--- src/drsc_pkg.sv ---
package drsc_pkg;

  // timing, all at the 40 MHz reference clock
  localparam int CLK_PERIOD_PS = 25000;
  localparam int CHIP_NS = 78;
  localparam int CHIP_CYC = (CHIP_NS * 1000) / CLK_PERIOD_PS;
  localparam int CHECK_NS = 500;
  localparam int CHECK_CYC = (CHECK_NS * 1000 + CLK_PERIOD_PS - 1) / CLK_PERIOD_PS;
  localparam logic [1:0] CHIP_LAST = 2'(CHIP_CYC - 1);
  localparam logic [4:0] CHECK_LAST = 5'(CHECK_CYC - 1);

  // spreading
  localparam int LOW_CHIPS = 128;
  localparam int HIGH_CHIPS = 32;
  localparam logic [6:0] LOW_LAST = 7'(LOW_CHIPS - 1);
  localparam logic [4:0] HIGH_LAST = 5'(HIGH_CHIPS - 1);
  localparam int LOW_MSB = 6;
  localparam int HIGH_MSB = 4;
  localparam logic [127:0] LOW_CODE = 128'h3a5c_96e1_0f4b_d287_c5a3_691e_f0b4_2d78;
  localparam logic [31:0] HIGH_CODE = 32'h9d2c_5e3a;
  localparam logic [127:0] HIGH_CODE_X4 = {4{HIGH_CODE}};

  // detectors
  localparam int NDET = 2;

  // register map, byte offsets
  localparam logic [3:0] CTRL_OFS = 4'h0;
  localparam logic [3:0] STATUS_OFS = 4'h4;
  localparam logic [3:0] BITS_OFS = 4'h8;

  // control register layout, bit 0 = tx_en
  typedef struct packed {
    logic [2:0] power;
    logic rx_en;
    logic rate;
    logic tx_en;
  } drsc_ctrl_s;
  localparam int CTRL_W = 6;
  localparam logic [5:0] CTRL_RST = 6'h00;

  // status register layout, bit 0 = fault_seen (write one to clear)
  typedef struct packed {
    logic [3:0] state;
    logic carrier;
    logic lock;
    logic running;
    logic fault_seen;
  } drsc_status_s;
  localparam int STATUS_W = 8;
  localparam int FAULT_BIT = 0;

  typedef enum logic [3:0] {
    ST_OFF = 4'b0001,
    ST_CHECK = 4'b0010,
    ST_RUN = 4'b0100,
    ST_FAULT = 4'b1000
  } drsc_state_e;

endpackage

--- src/drsc_encoder.sv ---
`timescale 1ns/1ps
`default_nettype none
// Behaviour
// - antenna stays on receive; transmit path only while transmit enable is set.
// - transmit enable powers the transmit chain; otherwise it is unpowered.
// - on enable, check for faults before transmitting.
// - square bit clock to processor at low or high rate per rate select.
// - three-bit power control selects attenuation below full power.
// - receive enable activates gain control, bit sync, end-of-preamble detection.
// - end-of-preamble indication marks start of received data.
// - received data delivered after preamble with receive bit clock.
// - per-detector receive lines; carrier sense is OR of all detectors.
// - each bit spreads to 128 chips low rate, 32 chips high rate.
// - transmit chain operational within one bit; first bit may be garbled.
// - bit clock forwarded only while no fault such as lost lock.
// - incoming data and timing resynchronised to local bit timing.
// - counter addresses code table, rate select extra address bit.
// - one chip per chip interval; fast logic active only in transmit.
// - data one inverts code versus previous pattern; zero does not.
// - one positive or negative pulse per chip, from the code.
// - transmit dividers run from reference clock, enabled by transmit enable.

module drsc_sync3 #(
  parameter int W = 1
) (
  input wire logic clk_in, // sampling clock
  input wire logic arst_n_in, // async reset, active low
  input wire logic [W-1:0] d_in, // asynchronous inputs
  output logic [W-1:0] q_out // filtered, synchronised
);
  logic [W-1:0] s1_r;
  logic [W-1:0] s2_r;
  logic [W-1:0] s3_r;
  logic [W-1:0] q_r;

  always_ff @(posedge clk_in or negedge arst_n_in) begin
    if (!arst_n_in) begin
      s1_r <= '0;
      s2_r <= '0;
      s3_r <= '0;
    end else begin
      s1_r <= d_in;
      s2_r <= s1_r;
      s3_r <= s2_r;
    end
  end

  // bit changes only once stages two and three agree
  always_ff @(posedge clk_in or negedge arst_n_in) begin
    if (!arst_n_in) begin
      q_r <= '0;
    end else begin
      q_r <= (s2_r & s3_r) | (q_r & (s2_r | s3_r));
    end
  end

  assign q_out = q_r;
endmodule

module drsc_encoder (
  input wire logic ref_clk_in, // 40 MHz reference
  input wire logic arst_n_in, // async reset, active low
  input wire logic [3:0] avs_address_in, // byte address
  input wire logic avs_read_in, // read request
  input wire logic avs_write_in, // write request
  input wire logic [31:0] avs_writedata_in, // write data
  input wire logic [3:0] avs_byteenable_in, // byte lanes
  output logic [31:0] avs_readdata_out, // read data
  output logic avs_waitrequest_out, // stall
  input wire logic tx_clk_return_in, // returned bit clock
  input wire logic tx_data_in, // transmit data
  input wire logic synth_lock_in, // synthesiser locked
  output logic bit_clk_out, // bit clock to processor
  output logic antenna_tx_out, // antenna path on transmit
  output logic tx_power_out, // transmit chain power
  output logic [2:0] power_ctrl_out, // attenuation step
  output logic chip_pos_out, // positive chip pulse
  output logic chip_neg_out, // negative chip pulse
  output logic rx_enable_out, // gain, sync, preamble detect enable
  input wire logic [drsc_pkg::NDET-1:0] det_preamble_end_in, // per detector
  input wire logic [drsc_pkg::NDET-1:0] det_data_in, // per detector
  input wire logic [drsc_pkg::NDET-1:0] det_bit_clk_in, // per detector
  input wire logic [drsc_pkg::NDET-1:0] det_lock_in, // per detector
  output logic [drsc_pkg::NDET-1:0] preamble_done_out, // per detector
  output logic [drsc_pkg::NDET-1:0] rx_data_out, // per detector
  output logic [drsc_pkg::NDET-1:0] rx_bit_clk_out, // per detector
  output logic carrier_sense_out // any detector locked
);
  localparam int ND = drsc_pkg::NDET;

  drsc_pkg::drsc_ctrl_s ctrl_r;
  drsc_pkg::drsc_status_s status_w;
  drsc_pkg::drsc_state_e state_r;
  logic ack_r;
  logic [31:0] rdata_r;
  logic wr_fire;
  logic fault_seen_r;
  logic [15:0] bits_r;
  logic [2:0] tx_sync;
  logic txclk_s;
  logic txdat_s;
  logic lock_s;
  logic txclk_d_r;
  logic data_hold_r;
  logic [4*ND-1:0] det_sync;
  logic [ND-1:0] det_pe_s;
  logic [ND-1:0] det_dat_s;
  logic [ND-1:0] det_clk_s;
  logic [ND-1:0] det_lock_s;
  logic rate_tx_r;
  logic [1:0] chip_div_r;
  logic chip_en;
  logic [6:0] chip_cnt_r;
  logic bit_end;
  logic [4:0] check_cnt_r;
  logic pol_r;
  logic first_r;
  logic code_bit;
  logic [127:0] code_sel;
  logic chip_pos_r;
  logic chip_neg_r;
  logic bit_clk_r;
  logic ant_r;
  logic pwr_r;
  logic rx_en_r;
  logic [ND-1:0] pe_r;
  logic [ND-1:0] rxd_r;
  logic [ND-1:0] rxc_r;
  logic cs_r;
  logic active;

  // bus slave: one wait cycle, answer on the second edge
  assign avs_waitrequest_out = (avs_read_in | avs_write_in) & ~ack_r;
  assign wr_fire = avs_write_in & ack_r;

  always_ff @(posedge ref_clk_in or negedge arst_n_in) begin
    if (!arst_n_in) begin
      ack_r <= 1'b0;
    end else begin
      ack_r <= (avs_read_in | avs_write_in) & ~ack_r;
    end
  end

  always_comb begin
    status_w = '0;
    status_w.state = state_r;
    status_w.carrier = cs_r;
    status_w.lock = lock_s;
    status_w.running = (state_r == drsc_pkg::ST_RUN);
    status_w.fault_seen = fault_seen_r;
  end

  always_ff @(posedge ref_clk_in or negedge arst_n_in) begin
    if (!arst_n_in) begin
      rdata_r <= 32'h0000_0000;
    end else if (avs_read_in && !ack_r) begin
      case (avs_address_in)
        drsc_pkg::CTRL_OFS: rdata_r <= {26'h0, ctrl_r};
        drsc_pkg::STATUS_OFS: rdata_r <= {24'h0, status_w};
        drsc_pkg::BITS_OFS: rdata_r <= {16'h0, bits_r};
        default: rdata_r <= 32'h0000_0000;
      endcase
    end
  end
  assign avs_readdata_out = rdata_r;

  always_ff @(posedge ref_clk_in or negedge arst_n_in) begin
    if (!arst_n_in) begin
      ctrl_r <= drsc_pkg::CTRL_RST;
    end else if (wr_fire && avs_address_in == drsc_pkg::CTRL_OFS && avs_byteenable_in[0]) begin
      ctrl_r <= avs_writedata_in[drsc_pkg::CTRL_W-1:0];
    end
  end

  // fault flag: a new fault beats a clear in the same cycle
  always_ff @(posedge ref_clk_in or negedge arst_n_in) begin
    if (!arst_n_in) begin
      fault_seen_r <= 1'b0;
    end else if (state_r != drsc_pkg::ST_FAULT && active && !lock_s) begin
      fault_seen_r <= 1'b1;
    end else if (wr_fire && avs_address_in == drsc_pkg::STATUS_OFS && avs_byteenable_in[0]
                 && avs_writedata_in[drsc_pkg::FAULT_BIT]) begin
      fault_seen_r <= 1'b0;
    end
  end

  // pins from the processor and synthesiser
  drsc_sync3 #(.W(3)) u_tx_sync (
    .clk_in(ref_clk_in),
    .arst_n_in(arst_n_in),
    .d_in({synth_lock_in, tx_data_in, tx_clk_return_in}),
    .q_out(tx_sync)
  );
  assign txclk_s = tx_sync[0];
  assign txdat_s = tx_sync[1];
  assign lock_s = tx_sync[2];

  drsc_sync3 #(.W(4 * ND)) u_det_sync (
    .clk_in(ref_clk_in),
    .arst_n_in(arst_n_in),
    .d_in({det_lock_in, det_bit_clk_in, det_data_in, det_preamble_end_in}),
    .q_out(det_sync)
  );
  assign det_pe_s = det_sync[ND-1:0];
  assign det_dat_s = det_sync[2*ND-1:ND];
  assign det_clk_s = det_sync[3*ND-1:2*ND];
  assign det_lock_s = det_sync[4*ND-1:3*ND];

  // capture data mid-bit at the falling edge of the returned clock,
  // whatever the cable delay; used at the next local bit boundary
  always_ff @(posedge ref_clk_in or negedge arst_n_in) begin
    if (!arst_n_in) begin
      txclk_d_r <= 1'b0;
      data_hold_r <= 1'b0;
    end else begin
      txclk_d_r <= txclk_s;
      if (txclk_d_r && !txclk_s) begin
        data_hold_r <= txdat_s;
      end
    end
  end

  // transmit sequencing
  assign active = (state_r == drsc_pkg::ST_CHECK) || (state_r == drsc_pkg::ST_RUN);

  always_ff @(posedge ref_clk_in or negedge arst_n_in) begin
    if (!arst_n_in) begin
      state_r <= drsc_pkg::ST_OFF;
      check_cnt_r <= 5'h00;
      rate_tx_r <= 1'b0;
    end else begin
      case (state_r)
        drsc_pkg::ST_OFF: begin
          check_cnt_r <= 5'h00;
          if (ctrl_r.tx_en) begin
            rate_tx_r <= ctrl_r.rate;
            state_r <= drsc_pkg::ST_CHECK;
          end
        end
        drsc_pkg::ST_CHECK: begin
          check_cnt_r <= check_cnt_r + 5'h01;
          if (!ctrl_r.tx_en) begin
            state_r <= drsc_pkg::ST_OFF;
          end else if (!lock_s) begin
            state_r <= drsc_pkg::ST_FAULT;
          end else if (check_cnt_r == drsc_pkg::CHECK_LAST) begin
            state_r <= drsc_pkg::ST_RUN;
          end
        end
        drsc_pkg::ST_RUN: begin
          if (!ctrl_r.tx_en) begin
            state_r <= drsc_pkg::ST_OFF;
          end else if (!lock_s) begin
            state_r <= drsc_pkg::ST_FAULT;
          end
        end
        drsc_pkg::ST_FAULT: begin
          if (!ctrl_r.tx_en) begin
            state_r <= drsc_pkg::ST_OFF;
          end
        end
        default: state_r <= drsc_pkg::ST_OFF;
      endcase
    end
  end

  // chip-rate divider, held still unless transmitting
  assign chip_en = active && (chip_div_r == drsc_pkg::CHIP_LAST);

  always_ff @(posedge ref_clk_in or negedge arst_n_in) begin
    if (!arst_n_in) begin
      chip_div_r <= 2'h0;
    end else if (!active || chip_en) begin
      chip_div_r <= 2'h0;
    end else begin
      chip_div_r <= chip_div_r + 2'h1;
    end
  end

  always_ff @(posedge ref_clk_in or negedge arst_n_in) begin
    if (!arst_n_in) begin
      chip_cnt_r <= 7'h00;
    end else if (!active) begin
      chip_cnt_r <= 7'h00;
    end else if (chip_en) begin
      chip_cnt_r <= chip_cnt_r + 7'h01;
    end
  end

  assign bit_end = chip_en && (rate_tx_r ? (chip_cnt_r[4:0] == drsc_pkg::HIGH_LAST)
                                         : (chip_cnt_r == drsc_pkg::LOW_LAST));

  // code table addressed by counter and rate
  assign code_sel = rate_tx_r ? drsc_pkg::HIGH_CODE_X4 : drsc_pkg::LOW_CODE;
  assign code_bit = code_sel[chip_cnt_r];

  // differential encoding: one inverts the pattern, zero keeps it
  always_ff @(posedge ref_clk_in or negedge arst_n_in) begin
    if (!arst_n_in) begin
      pol_r <= 1'b0;
      first_r <= 1'b1;
    end else if (state_r != drsc_pkg::ST_RUN) begin
      pol_r <= 1'b0;
      first_r <= 1'b1;
    end else if (bit_end) begin
      first_r <= 1'b0;
      if (!first_r) begin
        pol_r <= pol_r ^ data_hold_r;
      end else begin
        pol_r <= pol_r ^ data_hold_r;
      end
    end
  end

  // one pulse per chip, sign from code and polarity
  always_ff @(posedge ref_clk_in or negedge arst_n_in) begin
    if (!arst_n_in) begin
      chip_pos_r <= 1'b0;
      chip_neg_r <= 1'b0;
    end else if (chip_en && state_r == drsc_pkg::ST_RUN) begin
      chip_pos_r <= code_bit ^ pol_r;
      chip_neg_r <= ~(code_bit ^ pol_r);
    end else begin
      chip_pos_r <= 1'b0;
      chip_neg_r <= 1'b0;
    end
  end
  assign chip_pos_out = chip_pos_r;
  assign chip_neg_out = chip_neg_r;

  always_ff @(posedge ref_clk_in or negedge arst_n_in) begin
    if (!arst_n_in) begin
      bits_r <= 16'h0000;
    end else if (state_r == drsc_pkg::ST_OFF && ctrl_r.tx_en) begin
      bits_r <= 16'h0000;
    end else if (bit_end && state_r == drsc_pkg::ST_RUN) begin
      bits_r <= bits_r + 16'h0001;
    end
  end

  // bit clock high in the first half of each bit, gated by faults
  always_ff @(posedge ref_clk_in or negedge arst_n_in) begin
    if (!arst_n_in) begin
      bit_clk_r <= 1'b0;
    end else if (state_r == drsc_pkg::ST_RUN && lock_s) begin
      bit_clk_r <= rate_tx_r ? ~chip_cnt_r[drsc_pkg::HIGH_MSB]
                             : ~chip_cnt_r[drsc_pkg::LOW_MSB];
    end else begin
      bit_clk_r <= 1'b0;
    end
  end
  assign bit_clk_out = bit_clk_r;

  // antenna, power and attenuation
  always_ff @(posedge ref_clk_in or negedge arst_n_in) begin
    if (!arst_n_in) begin
      ant_r <= 1'b0;
      pwr_r <= 1'b0;
    end else begin
      ant_r <= ctrl_r.tx_en && active;
      pwr_r <= ctrl_r.tx_en;
    end
  end
  assign antenna_tx_out = ant_r;
  assign tx_power_out = pwr_r;
  assign power_ctrl_out = ctrl_r.power;

  // receive side, idle while transmitting
  always_ff @(posedge ref_clk_in or negedge arst_n_in) begin
    if (!arst_n_in) begin
      rx_en_r <= 1'b0;
      pe_r <= '0;
      rxd_r <= '0;
      rxc_r <= '0;
      cs_r <= 1'b0;
    end else begin
      rx_en_r <= ctrl_r.rx_en && !ctrl_r.tx_en;
      if (rx_en_r) begin
        pe_r <= det_pe_s;
        rxd_r <= det_dat_s & det_pe_s;
        rxc_r <= det_clk_s;
        cs_r <= |det_lock_s;
      end else begin
        pe_r <= '0;
        rxd_r <= '0;
        rxc_r <= '0;
        cs_r <= 1'b0;
      end
    end
  end
  assign rx_enable_out = rx_en_r;
  assign preamble_done_out = pe_r;
  assign rx_data_out = rxd_r;
  assign rx_bit_clk_out = rxc_r;
  assign carrier_sense_out = cs_r;
endmodule
`default_nettype wire

--- config.mk ---
export PLATFORM = sky130hd
export DESIGN_NAME = drsc_encoder
export DESIGN_NICKNAME = d
export VERILOG_FILES = /design/src/drsc_pkg.sv /design/src/drsc_encoder.sv
export SDC_FILE = /design/constraint.sdc
export NUM_CORES = 1
export LEC_CHECK = 0
export BUFFER_PORTS_ARGS = -buffer_cell sky130_fd_sc_hd__buf_2
export CAP_MARGIN = 20
export CORE_MARGIN = 3
export CORE_UTILIZATION = 30
export CTS_CLUSTER_SIZE = 25
export DETAILED_ROUTE_END_ITERATION = 8
export SLEW_MARGIN = 20
export SYNTH_ARGS = -nofsm -noshare
export SYNTH_HDL_FRONTEND = slang
export SYNTH_SLANG_ARGS = --single-unit
export TNS_END_PERCENT = 30
--- constraint.sdc ---
create_clock -name ref_clk_in -period 3.85 [get_ports ref_clk_in]
set_input_delay 0.385 -clock ref_clk_in [delete_from_list [all_inputs] [get_ports ref_clk_in]]
set_output_delay 0.385 -clock ref_clk_in [all_outputs]
set_load 0.005 [all_outputs]
==> qor.yml <==
post_cts_buffers: 0
dieArea_um2: 19410
cp-start-kind: "flop"
clkTransAtPathRegs_ns: 0.05
p_seq_frac: 0.426
final_hold_viol_count: 0
grt_first_pass_wirelength_um: 18460
synthMuxAreaShare: 0.04529
grt_pass1_vias: 3645
period_minus_slack_ns: 2.831
cts_resized: 0
placed_area_um2: 5733
overflow: 0
nets: 589
firstDrtPassIters: 4
h-tree-depth: 4
maxSlewViolCount: 0
cts_sinks: 119
worstSkewPairLatency_ns: 0.42
rsz0062_at_grt: "false"
antenna_found_initial: 1
slowest_stage: "dfrtp_1"
synthDistinctLibCells: 66
cp_max_fo: 11
place_inst: 727
grtUsageTotal: 0.1171
synth_top_family_by_area: "simple AND/OR/NAND/NOR gates"
synth_edf_count: 0
totalWireLength_um: 10900
fin_skew_ns: 0.01248
yosys.area_share.simple: 0.1500
multi_input_area_um2: 2135
dp_hpwl_um: 7511
drt_iter0_drc: 258
cts_root_buf: "clkbuf_16"
coreArea_um2: 17360
rows: 48
pin_count: 104
synthXorXnorAreaFrac: 0.02628
synth.top_cells.by_area: "dfrtp_1 (55%), ha_1 (3.1%), o21ai_0 (2.8%), buf_4 (2.7%), mux2i_1 (2.6%)"
drive_gt1_frac: 0.2041
hp-class: "input port to flop"
p_int_mw: 2.474
yosys.area_share.adder: 0.05116
cellLeakagePower_nw: 2.879
yosysSeqAreaShare: 0.5588
power.density_nw_per_um2: 528.0
route.detailed.drc: 0
cts_hold_buf: 0
hold_slack_ns: 0.07375
final_cell_count_no_fill: 759
crit_buf_inv: 1
seq_area_um2: 2979
synth_top_area_frac: 0.5539
port_buffers: 58
synthesis.area_um2: 5331
antenna_cells: 0
die_h_um: 139.3
combPwrFrac: 0.106
place.gp.congestion: 0.8022
numCtsBuffers: 17
max-cap-violations: 0
synth_ff_type: "dfrtp_1"
cts_tree: "built"
grt_max_degree: 76
synthArstFlopShare: 1.000
sw_frac_of_total: 0.2581
cp.required_ns: 4.18
die_w_um: 139.3
max_stage_delay_ns: 0.63
setup_violations: 0
post_drt_wl_per_cell_um: 14.36
path_cells: "inv_1 -> ha_1 -> and2b_1 -> o21ai_0 -> a221oi_1 -> a311oi_1 -> or4_4 -> o2111ai_2 -> mux2i_1"
ant_nets: 0
max-slew-margin-rel: 0.3862
outcome: "complete, no violations"
synth_compound_area_frac: 0.1164
fmax_mhz: 353.3
vias_per_cell: 4.758
avgSynthCellArea_um2: 11.42
vias: 3611
yosysWarningCount: 0
yosys.area.top_type: "dfrtp_1"
p_sw_mw: 0.8607
setup_tns_ns: 0
design_area_um2: 6316
initial_core_util: 0.3072
clockPowerShare: 0.468
synth.ff_latch_count: 119
timing.final.crit_share: 0.7352
syn_to_final_growth_pct: 18.47
ir_worst_vdd_uv: 359.6
tightest_slew_ns: 0.9207
worst-setup-path-type: "flop to flop"
crit_family: "simple AND/OR/NAND/NOR gates"
fillers: 1676
arrival_ns: 3.16
cp-end-kind: "flop"
cts_buffer_depth: 2
synth_cells: 467
-- cells in the mapped netlist (9+ instances only) --
cell type  number
and2_1          9
buf_4          19
ha_1           13
nor2b_1         9
xnor2_1        11
maj3_1         11
nand2_1        34
mux2i_1        14
a21oi_1        17
nor2_1         30
a22o_1         15
dfrtp_1       118
nand2b_1        9
o21ai_0        30
clkbuf_1       13
-- layout by cell type (no fill, tap or decap), types with 3 or more instances in the layout --
| cell type | instances |
|---|---|
| nor3_1 | 6 |
| or3_1 | 8 |
| nand2_1 | 34 |
| mux2i_1 | 14 |
| ha_1 | 13 |
| maj3_1 | 11 |
| o211ai_1 | 3 |
| xor2_1 | 5 |
| buf_4 | 3 |
| nand4_1 | 8 |
| xnor2_1 | 11 |
| nor2b_1 | 9 |
| clkbuf_1 | 3 |
| buf_2 | 57 |
| inv_1 | 7 |
| nand3b_1 | 3 |
| a21oi_1 | 17 |
| mux2_2 | 7 |
| and2_1 | 9 |
| o21ai_0 | 30 |
| nand2b_1 | 9 |
| dfrtp_1 | 118 |
| a22o_1 | 15 |
| and3_1 | 8 |
| conb_1 | 16 |
| clkinvlp_4 | 3 |
| clkbuf_16 | 17 |
| a21o_1 | 3 |
| nor2_1 | 30 |
| nand3_1 | 7 |
-- layout make-up --
type / count / share of cell area
Clock inverter: 10 / 0.01882
Clock buffer: 22 / 0.07349
Tap cell: 225 / 0.04457
Sequential cell: 119 / 0.4717
Multi-Input combinational cell: 315 / 0.3380
Inverter: 8 / 0.004754
Timing Repair Buffer: 60 / 0.04873
-- worst reg2reg max path, stage by stage, from the launching register on --
cell	delay [ns]
dfrtp_1	0.63
inv_1	0.20
ha_1	0.23
and2b_1	0.25
o21ai_0	0.11
a221oi_1	0.34
a311oi_1	0.10
or4_4	0.55
o2111ai_2	0.13
mux2i_1	0.22
-- kinds of logic after synthesis --
logic type | count (synthesis)
AND/OR/NAND/NOR | 146
flip-flops | 119
AO/OA/AOI/OAI | 91
buffers and inverters | 48
adder cells (fa/ha/maj) | 24
multiplexers | 22
XOR/XNOR | 16
other | 1
-- flip-flops by register name, summed over array words and instances, names as in the netlist, 5 cells and up --
register          flops
avs_readdata_out     16
bits_r               16
u_det_sync.s1_r       8
u_det_sync.s3_r       8
u_det_sync.s2_r       8
u_det_sync.q_out      8
chip_cnt_r            7
check_cnt_r           5
-- stage by stage --
stage	util	worst slack, ns	total power [mW]
2_1_floorplan	-	1.401	1.678
3_3_place_gp	0.3303	1.078	1.785
3_5_place_dp	0.3303	1.026	1.797
4_1_cts	0.3639	1.007	3.372
5_1_grt	0.3639	0.7364	3.488
6_report	0.3639	1.019	3.335
-- final timing paths --
path / end / cells past startpoint / start / slack, ns
min: u_det_sync.s1_r[2]$_DFF_PN0_ / 1 / det_data_in[0] / 0.07
max: chip_neg_out$_DFF_PN0_ / 9 / chip_cnt_r[0]$_DFFE_PN0N_ / 1.02
max in group asynchronous: state_r[0]$_DFFE_PN1P_ / 2 / arst_n_in / 2.83
min in group asynchronous: u_det_sync.s1_r[7]$_DFF_PN0_ / 1 / arst_n_in / 0.12
min reg2reg: u_det_sync.s2_r[5]$_DFF_PN0_ / 0 / u_det_sync.s1_r[5]$_DFF_PN0_ / 0.35
max reg2reg: chip_neg_out$_DFF_PN0_ / 9 / chip_cnt_r[0]$_DFFE_PN0N_ / 1.02
-- metal layers --
layer | track usage | part of all wire | vias to the layer above
met5 | 0 | 0.00064 | -
met4 | 0.04789 | 0.020 | 2
met3 | 0.03608 | 0.050 | 20
met2 | 0.1832 | 0.48 | 75
met1 | 0.1515 | 0.45 | 1778
li1 | - | - | 1736
-- power by group through the flow --
stage	clock network, mW	registers [mW]	logic, mW
6_report	1.56	1.42	0.353
5_1_grt	1.65	1.44	0.401
4_1_cts	1.59	1.42	0.358
3_5_place_dp	0	1.44	0.355
3_3_place_gp	0	1.44	0.348
2_1_floorplan	0	1.41	0.264
No activity file was read; power rests on OpenSTA's default activity.
